===== src/include/ess_defs.svh =====
// constants for the serial command interpreter of the angle encoder
`ifndef ESS_DEFS_SVH
`define ESS_DEFS_SVH
`define ESS_CMD_CUST_WR   5'h17
`define ESS_CMD_COS_WR    5'h16
`define ESS_CMD_TEST_WR   5'h15
`define ESS_CMD_HYST_WR   5'h13
`define ESS_CMD_SIN_WR    5'h12
`define ESS_CMD_CFG_WR    5'h11
`define ESS_CMD_CUST_RD   5'h07
`define ESS_CMD_COS_RD    5'h06
`define ESS_CMD_BOTH_RD   5'h04
`define ESS_CMD_STORE_RD  5'h03
`define ESS_CMD_SIN_RD    5'h02
`define ESS_CMD_TURN_RD   5'h01
`define ESS_CMD_ANGLE_RD  5'h00
`define ESS_DIR_BIT       4
`define ESS_CMD_LAST      5'h04
`define ESS_DATA_LAST     5'h0F
`define ESS_GENRST_BIT    10
`define ESS_SLEEP_BIT     15
`define ESS_OTP_BIT       15
`define ESS_MULTI_BIT     13
`define ESS_HYST_BIT      11
`define ESS_THR_RST       7'h04
`define ESS_THR_MIN       7'h04
`define ESS_GAIN_RST      3'h0
`define ESS_ARRAY_RST     16'h0000
`define ESS_HYSTERESIS_AND_RESETS      1'h1
`define ESS_SLEEP_RST     1'h0
`endif


===== src/include/ess_pkg.sv =====
// types shared by the serial command interpreter modules
package ess_pkg;
  typedef enum logic [1:0] {
    ESS_IDLE = 2'b00,
    ESS_CMD  = 2'b01,
    ESS_DATA = 2'b10,
    ESS_DONE = 2'b11
  } ess_state_e;
  typedef logic [4:0]  ess_cmd_t;
  typedef logic [15:0] ess_word_t;
endpackage : ess_pkg

===== src/include/ess_link_if.sv =====
// link between the serial shifter and the command core
`timescale 1ns/1ps
interface ess_link_if;
  import ess_pkg::*;
  logic      cmd_valid;
  ess_cmd_t  cmd_code;
  ess_word_t rsp_word;
  logic      wr_valid;
  ess_word_t wr_data;
  modport shifter (output cmd_valid, cmd_code, wr_valid, wr_data,
                   input  rsp_word);
  modport core    (input  cmd_valid, cmd_code, wr_valid, wr_data,
                   output rsp_word);
endinterface : ess_link_if


===== src/design/ess_cmd_top.sv =====
// normal-mode command interpreter behind the encoder serial port
// Operation
// - customer write stores wake threshold bits 15:9, gain bits 8:6
// - threshold resets to 4, never below 4, at most 127
// - cosine and sine array writes carry exclude/invert pair per element
// - array reads return stored pairs, all starting at zero
// - test write with bit 10 set triggers a digital reset
// - config write bit 15 enters sleep, cleared returns to normal
// - lock flag reads low in angle and turn reads while asleep
// - bit 11 enables hysteresis, default on: two equal results to change
// - hysteresis/reset write with bit 13 clears the turn counter
// - customer read returns threshold, gain, zeros and parity at bit 0
// - combined read returns turns in 15:8, angle in 7:0, no parity
// - store command latches angle when core supply ok; returns supply flags, angle (reference angle if not), parity
// - turn read returns lock, gain-loop level, turns and parity
// - angle read returns lock, gain-loop level, angle and parity
// - lock high only when converter locked; parity makes word even
// - controller drives select and clock; data line shared both ways
// - each frame is 5 command bits then 16 data bits, msb first
`timescale 1ns/1ps
`include "ess_defs.svh"
module ess_cmd_top (
  input  wire logic       clock_in,
  input  wire logic       srst_in,
  input  wire logic       ce_in,
  input  wire logic       chip_select_in,
  input  wire logic       serial_clock_in,
  input  wire logic       serial_data_line_in,
  output logic            serial_data_line_out,
  output logic            serial_data_line_oe_out,
  input  wire logic [7:0] angle_in,
  input  wire logic       angle_valid_in,
  input  wire logic [5:0] agc_in,
  input  wire logic       lock_in,
  input  wire logic       turn_up_in,
  input  wire logic       turn_down_in,
  input  wire logic       core_supply_ok_in,
  input  wire logic       supply_ok_in,
  output logic [6:0]      wake_threshold_out,
  output logic [2:0]      gain_out,
  output ess_pkg::ess_word_t cosine_array_out,
  output ess_pkg::ess_word_t sine_array_out,
  output logic            sleep_request_out,
  output logic            extra_hysteresis_enable_out,
  output logic            otp_reload_out,
  output logic            digital_reset_out,
  output logic [7:0]      angle_out,
  output logic [7:0]      turn_count_out,
  output logic [7:0]      ref_angle_out
);
  import ess_pkg::*;

  ////////////////////////////////////////////////////////////////////////
  // parity helper
  function automatic ess_word_t even_par(input ess_word_t w);
    even_par = {w[15:1], ^w[15:1]};
  endfunction : even_par

  ////////////////////////////////////////////////////////////////////////
  // shifter
  ess_link_if link ();

  ess_shifter u_shifter (
    .clock_in                (clock_in),
    .srst_in                 (srst_in),
    .ce_in                   (ce_in),
    .chip_select_in          (chip_select_in),
    .serial_clock_in         (serial_clock_in),
    .serial_data_line_in     (serial_data_line_in),
    .serial_data_line_out    (serial_data_line_out),
    .serial_data_line_oe_out (serial_data_line_oe_out),
    .link                    (link.shifter)
  );

  ////////////////////////////////////////////////////////////////////////
  // state
  logic [6:0] thr_reg;
  logic [2:0] gain_reg;
  ess_word_t  cos_reg, sin_reg;
  logic       sleep_reg, hyst_reg, otp_reg, grst_reg;
  logic [7:0] last_reg, ang_reg, turns_reg, ref_reg;
  logic [7:0] turns_next;

  ////////////////////////////////////////////////////////////////////////
  // write decode
  wire        wr_go     = link.wr_valid;
  ess_word_t  wd;
  ess_cmd_t   code;
  assign wd   = link.wr_data;
  assign code = link.cmd_code;
  wire        wr_cust   = wr_go && (code == `ESS_CMD_CUST_WR);
  wire        wr_cos    = wr_go && (code == `ESS_CMD_COS_WR);
  wire        wr_test   = wr_go && (code == `ESS_CMD_TEST_WR);
  wire        wr_hyst   = wr_go && (code == `ESS_CMD_HYST_WR);
  wire        wr_sin    = wr_go && (code == `ESS_CMD_SIN_WR);
  wire        wr_cfg    = wr_go && (code == `ESS_CMD_CFG_WR);
  wire        do_store  = link.cmd_valid &&
                          (code == `ESS_CMD_STORE_RD) && core_supply_ok_in;
  wire        cfg_rst   = srst_in | grst_reg;
  // floor keeps the wake comparator from firing on noise
  wire [6:0]  thr_clamp = (wd[15:9] < `ESS_THR_MIN) ? `ESS_THR_MIN
                                                     : wd[15:9];
  wire        clr_turns = wr_hyst && wd[`ESS_MULTI_BIT];
  wire [7:0]  turns_base = clr_turns ? 8'h00 : turns_reg;
  wire        lock_eff  = lock_in & ~sleep_reg;
  wire        hyst_take = !hyst_reg || (angle_in == last_reg);

  ////////////////////////////////////////////////////////////////////////
  // response words
  ess_word_t angle_word, turn_word, cust_word, store_word, both_word;
  ess_word_t rsp_word;
  wire [7:0] store_ang = core_supply_ok_in ? ang_reg : ref_reg;
  assign angle_word = even_par({lock_eff, agc_in, ang_reg,
                                1'h0});
  assign turn_word  = even_par({lock_eff, agc_in, turns_reg,
                                1'h0});
  assign cust_word  = even_par({thr_reg, gain_reg, 6'h00});
  assign store_word = even_par({core_supply_ok_in, supply_ok_in,
                                core_supply_ok_in, 4'h0, store_ang,
                                1'h0});
  assign both_word  = {turns_reg, ang_reg};
  // unlisted read codes return zeros
  assign rsp_word =
    (code == `ESS_CMD_ANGLE_RD) ? angle_word :
    (code == `ESS_CMD_TURN_RD)  ? turn_word  :
    (code == `ESS_CMD_SIN_RD)   ? sin_reg    :
    (code == `ESS_CMD_STORE_RD) ? store_word :
    (code == `ESS_CMD_BOTH_RD)  ? both_word  :
    (code == `ESS_CMD_COS_RD)   ? cos_reg    :
    (code == `ESS_CMD_CUST_RD)  ? cust_word  : 16'h0000;
  assign link.rsp_word = rsp_word;
  assign turns_next = turns_base + {7'h00, turn_up_in}
                                 - {7'h00, turn_down_in};

  assign wake_threshold_out          = thr_reg;
  assign gain_out                    = gain_reg;
  assign cosine_array_out            = cos_reg;
  assign sine_array_out              = sin_reg;
  assign sleep_request_out           = sleep_reg;
  assign extra_hysteresis_enable_out = hyst_reg;
  assign otp_reload_out              = otp_reg;
  assign digital_reset_out           = grst_reg;
  assign angle_out                   = ang_reg;
  assign turn_count_out              = turns_reg;
  assign ref_angle_out               = ref_reg;

  ////////////////////////////////////////////////////////////////////////
  // one-cycle command pulses
  always_ff @(posedge clock_in) begin
    if (srst_in) begin
      grst_reg <= 1'h0;
      otp_reg  <= 1'h0;
    end else if (ce_in) begin
      grst_reg <= wr_test && wd[`ESS_GENRST_BIT];
      // controller must send this after start-up and wake
      otp_reg  <= wr_hyst && wd[`ESS_OTP_BIT];
    end
  end

  ////////////////////////////////////////////////////////////////////////
  // configuration, cleared by either reset
  always_ff @(posedge clock_in) begin
    if (cfg_rst) begin
      thr_reg   <= `ESS_THR_RST;
      gain_reg  <= `ESS_GAIN_RST;
      cos_reg   <= `ESS_ARRAY_RST;
      sin_reg   <= `ESS_ARRAY_RST;
      sleep_reg <= `ESS_SLEEP_RST;
      hyst_reg  <= `ESS_HYSTERESIS_AND_RESETS;
    end else if (ce_in) begin
      if (wr_cust) begin
        thr_reg  <= thr_clamp;
        gain_reg <= wd[8:6];
      end
      if (wr_cos) begin
        cos_reg <= wd;
      end
      if (wr_sin) begin
        sin_reg <= wd;
      end
      if (wr_cfg) begin
        sleep_reg <= wd[`ESS_SLEEP_BIT];
      end
      if (wr_hyst) begin
        hyst_reg <= wd[`ESS_HYST_BIT];
      end
    end
  end

  ////////////////////////////////////////////////////////////////////////
  // measurement path
  always_ff @(posedge clock_in) begin
    if (cfg_rst) begin
      last_reg  <= 8'h00;
      ang_reg   <= 8'h00;
      turns_reg <= 8'h00;
      ref_reg   <= 8'h00;
    end else if (ce_in) begin
      // a clear and a turn step in one cycle keep the step
      turns_reg <= turns_next;
      if (angle_valid_in) begin
        last_reg <= angle_in;
        if (hyst_take) begin
          ang_reg <= angle_in;
        end
      end
      if (do_store) begin
        ref_reg <= ang_reg;
      end
    end
  end
endmodule : ess_cmd_top


===== src/design/ess_shifter.sv =====
// pin synchroniser and bit shifter for the serial frame
`timescale 1ns/1ps
`include "ess_defs.svh"
module ess_shifter (
  input  wire logic   clock_in,
  input  wire logic   srst_in,
  input  wire logic   ce_in,
  input  wire logic   chip_select_in,
  input  wire logic   serial_clock_in,
  input  wire logic   serial_data_line_in,
  output logic        serial_data_line_out,
  output logic        serial_data_line_oe_out,
  ess_link_if.shifter link
);
  import ess_pkg::*;
  logic       cs_s1_reg, cs_s2_reg;
  logic       ck_s1_reg, ck_s2_reg, ck_s3_reg;
  logic       d_s1_reg, d_s2_reg;
  ess_state_e state_reg;
  logic [4:0] cnt_reg;
  ess_word_t  in_reg, out_reg, wdata_reg;
  ess_cmd_t   code_reg;
  logic       is_read_reg, cmd_valid_reg, wr_valid_reg, sdo_reg, oe_reg;
  wire        rise    = ck_s2_reg & ~ck_s3_reg;
  wire        fall    = ~ck_s2_reg & ck_s3_reg;
  wire [15:0] next_in = {in_reg[14:0], d_s2_reg};
  wire [4:0]  cnt_inc = cnt_reg + 5'h01;
  wire        last_cmd  = rise && (cnt_reg == `ESS_CMD_LAST);
  wire        last_data = rise && (cnt_reg == `ESS_DATA_LAST);

  assign link.cmd_valid          = cmd_valid_reg;
  assign link.cmd_code           = code_reg;
  assign link.wr_valid           = wr_valid_reg;
  assign link.wr_data            = wdata_reg;
  assign serial_data_line_out    = sdo_reg;
  assign serial_data_line_oe_out = oe_reg;

  ////////////////////////////////////////////////////////////////////////
  // pins come from the controller's domain: two flops first
  always_ff @(posedge clock_in) begin
    if (srst_in) begin
      {cs_s1_reg, cs_s2_reg, d_s1_reg, d_s2_reg} <= 4'h0;
      {ck_s1_reg, ck_s2_reg, ck_s3_reg}          <= 3'h0;
    end else if (ce_in) begin
      {cs_s1_reg, cs_s2_reg} <= {chip_select_in, cs_s1_reg};
      {d_s1_reg, d_s2_reg}   <= {serial_data_line_in, d_s1_reg};
      {ck_s1_reg, ck_s2_reg, ck_s3_reg} <=
        {serial_clock_in, ck_s1_reg, ck_s2_reg};
    end
  end

  ////////////////////////////////////////////////////////////////////////
  // frame: 5 command bits then 16 data bits, msb first
  always_ff @(posedge clock_in) begin
    if (srst_in) begin
      state_reg     <= ESS_IDLE;
      cnt_reg       <= 5'h00;
      in_reg        <= 16'h0000;
      out_reg       <= 16'h0000;
      wdata_reg     <= 16'h0000;
      code_reg      <= 5'h00;
      is_read_reg   <= 1'h0;
      cmd_valid_reg <= 1'h0;
      wr_valid_reg  <= 1'h0;
      sdo_reg       <= 1'h0;
      oe_reg        <= 1'h0;
    end else if (ce_in) begin
      cmd_valid_reg <= 1'h0;
      wr_valid_reg  <= 1'h0;
      if (!cs_s2_reg) begin
        // bus floats the cycle after the synchronised select reads low
        state_reg <= ESS_IDLE;
        cnt_reg   <= 5'h00;
        oe_reg    <= 1'h0;
      end else begin
        unique case (state_reg)
          ESS_IDLE: begin
            state_reg <= ESS_CMD;
            cnt_reg   <= 5'h00;
          end
          ESS_CMD: begin
            if (rise) begin
              in_reg  <= next_in;
              cnt_reg <= cnt_inc;
            end
            if (last_cmd) begin
              code_reg      <= next_in[4:0];
              cmd_valid_reg <= 1'h1;
              // msb clear selects a read
              is_read_reg   <= ~next_in[`ESS_DIR_BIT];
              state_reg     <= ESS_DATA;
              cnt_reg       <= 5'h00;
            end
          end
          ESS_DATA: begin
            if (cmd_valid_reg && is_read_reg) begin
              out_reg <= link.rsp_word;
            end
            // device drives on falling edges during reads
            if (fall && is_read_reg) begin
              sdo_reg <= out_reg[15];
              out_reg <= {out_reg[14:0], 1'h0};
              oe_reg  <= 1'h1;
            end
            if (rise) begin
              in_reg  <= next_in;
              cnt_reg <= cnt_inc;
            end
            if (last_data) begin
              state_reg    <= ESS_DONE;
              wr_valid_reg <= ~is_read_reg;
              wdata_reg    <= next_in;
            end
          end
          ESS_DONE: begin
            state_reg <= ESS_DONE;
          end
        endcase
      end
    end
  end
endmodule : ess_shifter


===== config.mk =====
export PLATFORM = sky130hd
export DESIGN_NAME = ess_cmd_top
export DESIGN_NICKNAME = d
export VERILOG_FILES = /design/src/include/ess_pkg.sv /design/src/include/ess_link_if.sv /design/src/design/ess_cmd_top.sv /design/src/design/ess_shifter.sv
export VERILOG_INCLUDE_DIRS = /design/src /design/src/include
export SDC_FILE = /design/constraint.sdc
export NUM_CORES = 1
export LEC_CHECK = 0
export ABC_CLOCK_PERIOD_IN_PS = 3700
export BUFFER_PORTS_ARGS = -buffer_cell sky130_fd_sc_hd__buf_4
export CAP_MARGIN = 10
export CORE_MARGIN = 1.5
export CORE_UTILIZATION = 40
export DETAILED_ROUTE_END_ITERATION = 6
export PLACE_DENSITY_LB_ADDON = 0.1
export REMOVE_ABC_BUFFERS = 1
export SLEW_MARGIN = 20
export SYNTH_ARGS = -nofsm -noshare
export SYNTH_HDL_FRONTEND = slang
export SYNTH_SLANG_ARGS = --single-unit

===== constraint.sdc =====
create_clock -name clock_in -period 3.7 [get_ports clock_in]
set_clock_uncertainty 0.05 [all_clocks]
set_input_delay 0.37 -clock clock_in [delete_from_list [all_inputs] [get_ports clock_in]]
set_output_delay 0.37 -clock clock_in [all_outputs]
set_load 0.02 [all_outputs]

* Word level (Yosys, flattened, before mapping)
Cells that the tools add are included.
** Storage, ports and cells
- Register bits after elaboration :: 149
- Input bits :: 26
- Output and inout port bits :: 72
- Word-level logic and storage cells :: 136
** Operators by class
- $add $sub $neg :: 3
- Order comparisons :: 1
- Eq/ne operators :: 23
- Mux-type cells :: 29
- Bitwise logic cells :: 9
- Reductions and logical operators :: 41
** Operators with widths (count)
- 16-bit two-way mux :: 9
- 15-bit XOR reduction :: 4
- 5-bit == test, second input constant :: 6
- 5-bit by 3-bit == test with 1-bit output, second input constant :: 4
- 4-bit AND reduction :: 5
- 8-bit two-way mux :: 2
- 2-bit AND reduction :: 8
- 1-bit logical AND :: 15
- 5-bit two-way mux :: 3
- 5-bit case mux with 3 select lines :: 1
- 5-bit by 2-bit == test with 1-bit output, second input constant :: 2
- 1-bit two-way mux :: 9
- 3-bit AND reduction :: 3
- 8-bit by 1-bit adder with 8-bit output :: 1
- 8-bit == test :: 1
- 2-bit case mux with 4 select lines :: 1
- 8-bit by 1-bit subtractor with 8-bit output :: 1
- 7-bit by 3-bit < comparator with 1-bit output, second input constant :: 1
- 7-bit two-way mux :: 1
- 2-bit two-way mux :: 3
- 3-bit != test, second input constant :: 2
- 5-bit by 1-bit adder with 5-bit output, second input constant :: 1
- 5-bit by 1-bit == test with 1-bit output, second input constant :: 1
- 5-bit by 4-bit == test with 1-bit output, second input constant :: 1
- 13 further kinds :: 21

* Depth between registers and ports, before layout
- Depth in word-level cells :: 10
- Gate-level depth with buffers :: 16
- Mapped depth without buffers :: 14

* Hierarchy
A second synthesis with hierarchy kept.
** Second synthesis, totals
- Cell total of the unflattened synthesis :: 942
- Area, all modules :: 7482.2 um^2
** By module, submodules not included
- ess_cmd_top :: instances 1, cells an instance 594, area each 4496.8 um^2, seq. area each 1561.5 um^2
- ess_shifter :: instances 1, cells an instance 348, area each 2985.4 um^2, seq. area each 1421.4 um^2

* Worst setup path before layout
OpenSTA, ideal clock, no wires.
- Kind :: register to register
- Start :: register u_shifter.code_reg[0], in the netlist u_shifter.link.cmd_code[0]
- End :: register turns_reg[7], in the netlist turn_count_out[7]
- Library setup time :: 132 ps
- Arrival :: 2663 ps
- Data required time :: 3518 ps
- Path slack :: 855 ps
- Stages on the path, launching flop included :: 15
- Path buffers :: 1
- Clock period less this slack :: 2845 ps
- Cell sequence :: dfxtp_1 -> and2_0 -> clkbuf_1 -> nand4_2 -> nand2_1 -> ha_1 -> inv_1 -> ha_1 -> a21o_1 -> a211oi_1 -> o21ai_0 -> nand2_1 -> mux2_2 -> o21ai_1 -> a21oi_1
** On the way
- Cells in the longest elaborated chain, start to end :: 6
** Ends and longest elaborated chain
- start: declaration :: RTL line ess_shifter.sv:22 : ess_cmd_t code_reg;
- start signal: assignment :: RTL line ess_shifter.sv:87 : code_reg <= next_in[4:0];
- 5-bit == test (no source line)
- 1-bit logical AND :: RTL line ess_cmd_top.sv:94 : wire wr_hyst = wr_go && (code == `ESS_CMD_HYST_WR);
- 1-bit logical AND :: RTL line ess_cmd_top.sv:103 : wire clr_turns = wr_hyst && wd[`ESS_MULTI_BIT];
- 8-bit two-way mux :: RTL line ess_cmd_top.sv:104 : wire [7:0] turns_base = clr_turns ? 8'h00 : turns_reg;
- 8-bit by 1-bit adder with 8-bit output :: RTL line ess_cmd_top.sv:132 : assign turns_next = turns_base + {7'h00, turn_up_in}
- 8-bit by 1-bit subtractor with 8-bit output :: RTL line ess_cmd_top.sv:133 : - {7'h00, turn_down_in};
- end signal: assignment :: RTL line ess_cmd_top.sv:200 : turns_reg <= turns_next;
- end: declaration :: RTL line ess_cmd_top.sv:81 : logic [7:0] last_reg, ang_reg, turns_reg, ref_reg;
Every way passes these cells.
A chain may end at the register's enable or synchronous reset.

* Worst setup path after layout
- Start :: register u_shifter.code_reg[1], in the netlist u_shifter.link.cmd_code[1]
- End :: register turns_reg[7], in the netlist turn_count_out[7]
The elaborated chain is that of the path after synthesis.

==> qor.yml <==
status: "finished, violations left"
violations: "DRC"
root_buffer: "clkbuf_16"
fmax_mhz: 327.2
synthCells: 874
drc: 6
rsz0062_at_grt: "false"
fin_cells: 1197
slew_viol_final: 0
post_cts_buffers: 0
crit_required_ns: 3.96
clk_latency_ns: 0.43
synth_xor_area_frac: 0.06499
worstSetupStartpointType: "flop"
cts_inserted_buffers: 17
cp_slowest_cell: "dfxtp_1"
cp_max_fo: 10
grt_first_pass_wirelength_um: 34510
start_util: 0.4098
busiest_layer: "met2"
cts-resized-gates: 0
drv_cap: 0
via_per_inst: 5.424
synth_async_sr_flop_share: 0
layout_commonest_cell: "nand2_1"
hold_path_class: "in2reg"
ant_nets: 0
synth_compound_area_frac: 0.1519
clk_pin_slew_worst_paths_ns: 0.06
place_area_um2: 8307
setup_viol: 0
synth_warnings: 0
met2_usage: 0.3655
arrival_ns: 3.31
final_core_util: 0.4956
synth_flop_cell: "dfxtp_1"
antenna_found_initial: 0
layout_common_cells: "nand2_1 (160), dfxtp_1 (149), buf_4 (113), nor2_1 (93), a21oi_1 (89)"
diodes: 0
endpoint_kind: "flop"
layout_min_cycle_time_ns: 3.056
finalHoldViolations: 0
grt_pass1_vias: 5921
synth_top_family_by_area: "simple AND/OR/NAND/NOR gates"
use_met3: 0.04040
synth_fa_ha_area_frac: 0.02802
synth-simple-area-share: 0.2085
fp.coreArea_um2: 18090
cts_tree: "yes"
placed_cells: 1167
use_met1: 0.3221
slew_headroom: 0.3214
drtPass1Iterations: 7
path_cells: "and2_0 > nand4_2 > nand2_1 > ha_1 > inv_1 > ha_1 > a21o_1 > a211oi_1 > o21ai_0 > nand2_1 > mux2_2 > o21ai_1 > a21oi_1"
p_per_area_nw_per_um2: 477.7
synth_area_um2: 7412
track_usage: 0.2305
leakagePower_uw: 0.003448
die_y_um: 139.1
yosysUniqueCellTypes: 69
cp_slowest_stage_delay_ns: 0.33
vdd_drop_max_mv: 0.3041
path_buf_inv: 1
worst-slew-pin-transition_ns: 1.018
io-pin-count: 98
avgSynthCellArea_um2: 8.481
drive_above_1_share: 0.1746
fin_area_um2: 8964
ys_ff_latch: 149
cts.path.max_buffers: 2
area_growth_pct: 20.93
finalWeightedCongestion: 0.8242
grt_max_degree: 61
std_cell_rows: 49
fin_setup_tns_ns: 0
place_hpwl_um: 15560
critPathKind: "reg2reg"
p_total_uw: 4282
synth-edff-count: 0
yosysSeqAreaShare: 0.4024
wl_per_cell_um: 18.36
nNetsFinal: 999
initialDrtViolationCount: 544
period_share: 0.8259
vias: 6492
io_buffers: 97
totalWireLength_um: 21970
path_delay_family: "compound AO/OA/AOI/OAI gates"
grt.overflow.total: 0
cts-hold-fix-buffers: 0
htree_num_levels: 4
cts.sinks: 149
dieArea_um2: 19360
die_w_um: 139.1
synth_mux_area_frac: 0.09892
## final cells by class
| class | instances | area (um^2) |
|---|---|---|
| Sequential cell | 149 | 2983 |
| Tap cell | 229 | 286.5 |
| Multi-Input combinational cell | 655 | 4094 |
| Inverter | 20 | 75.07 |
| Clock buffer | 19 | 432.9 |
| Timing Repair Buffer | 114 | 868.3 |
| Clock inverter | 11 | 224.0 |
| Fill cell | 1817 | 9123 |
## path summary, 6_finish.rpt
kind,start,to,slack (ns),cells after the start
worst min-delay path,chip_select_in,u_shifter.cs_s1_reg,0.13,3
worst max register to register,u_shifter.link.cmd_code[1],turn_count_out[7],0.64,13
worst max-delay path,u_shifter.link.cmd_code[1],turn_count_out[7],0.64,13
worst min register to register,u_shifter.out_reg[4],u_shifter.out_reg[4],0.40,2
## stage by stage
step,worst slack [ns],hold WS (ns)
after detailed placement,0.7149,0.3963
after CTS,0.6763,0.1172
after global routing,0.3530,0.1289
final,0.6440,0.1260
after floorplan,0.3927,0.3759
after global placement,0.8062,0.3914
## worst min-delay path: cells and delay by family
kind	cells	cell delay (ns)
buffers and inverters	1	0.08
muxes	1	0.05
and+or+nand+nor	1	0.07
## where the power goes
part	internal, uW	switching, uW	leakage, uW
logic	295	317	0.00193
registers	1640	72.9	0.00120
clock network	1270	697	0.000318
## kinds of logic after synthesis
| family | Yosys count |
|---|---|
| compound gates | 174 |
| xor+xnor | 55 |
| fa+ha+maj | 16 |
| buf+inv | 70 |
| flops | 149 |
| mux | 73 |
| simple gates | 337 |
## cells in the mapped netlist, types with 3 or more instances
cell type,n,area share
nand2_1,160,0.081
nor4_4,3,0.0086
and3_1,3,0.0025
mux2i_1,71,0.096
and2_1,4,0.0034
nand4_1,7,0.0059
ha_1,15,0.025
buf_2,9,0.0061
a21o_1,4,0.0041
nor2_1,93,0.047
a211oi_1,7,0.0071
nor2b_1,5,0.0042
nor4_1,3,0.0025
nor3_1,10,0.0068
o211ai_1,9,0.0091
o21ai_1,7,0.0047
nand3_1,27,0.018
o22a_1,5,0.0059
a222oi_1,10,0.014
xor2_1,8,0.0095
clkbuf_1,27,0.014
dfxtp_1,149,0.40
o21ai_0,11,0.0074
buf_6,7,0.011
inv_1,17,0.0086
a21oi_1,89,0.060
buf_1,4,0.0020
xnor2_1,47,0.056
a22oi_1,9,0.0091
## routing by layer
layer,share of wire,wire (um),vias to the layer above
met5,0,0,-
met4,0.011,246,0
met3,0.039,865,21
met2,0.48,10490,125
met1,0.47,10370,3148
li1,-,-,3198
No activity file was read; power rests on OpenSTA's default activity.
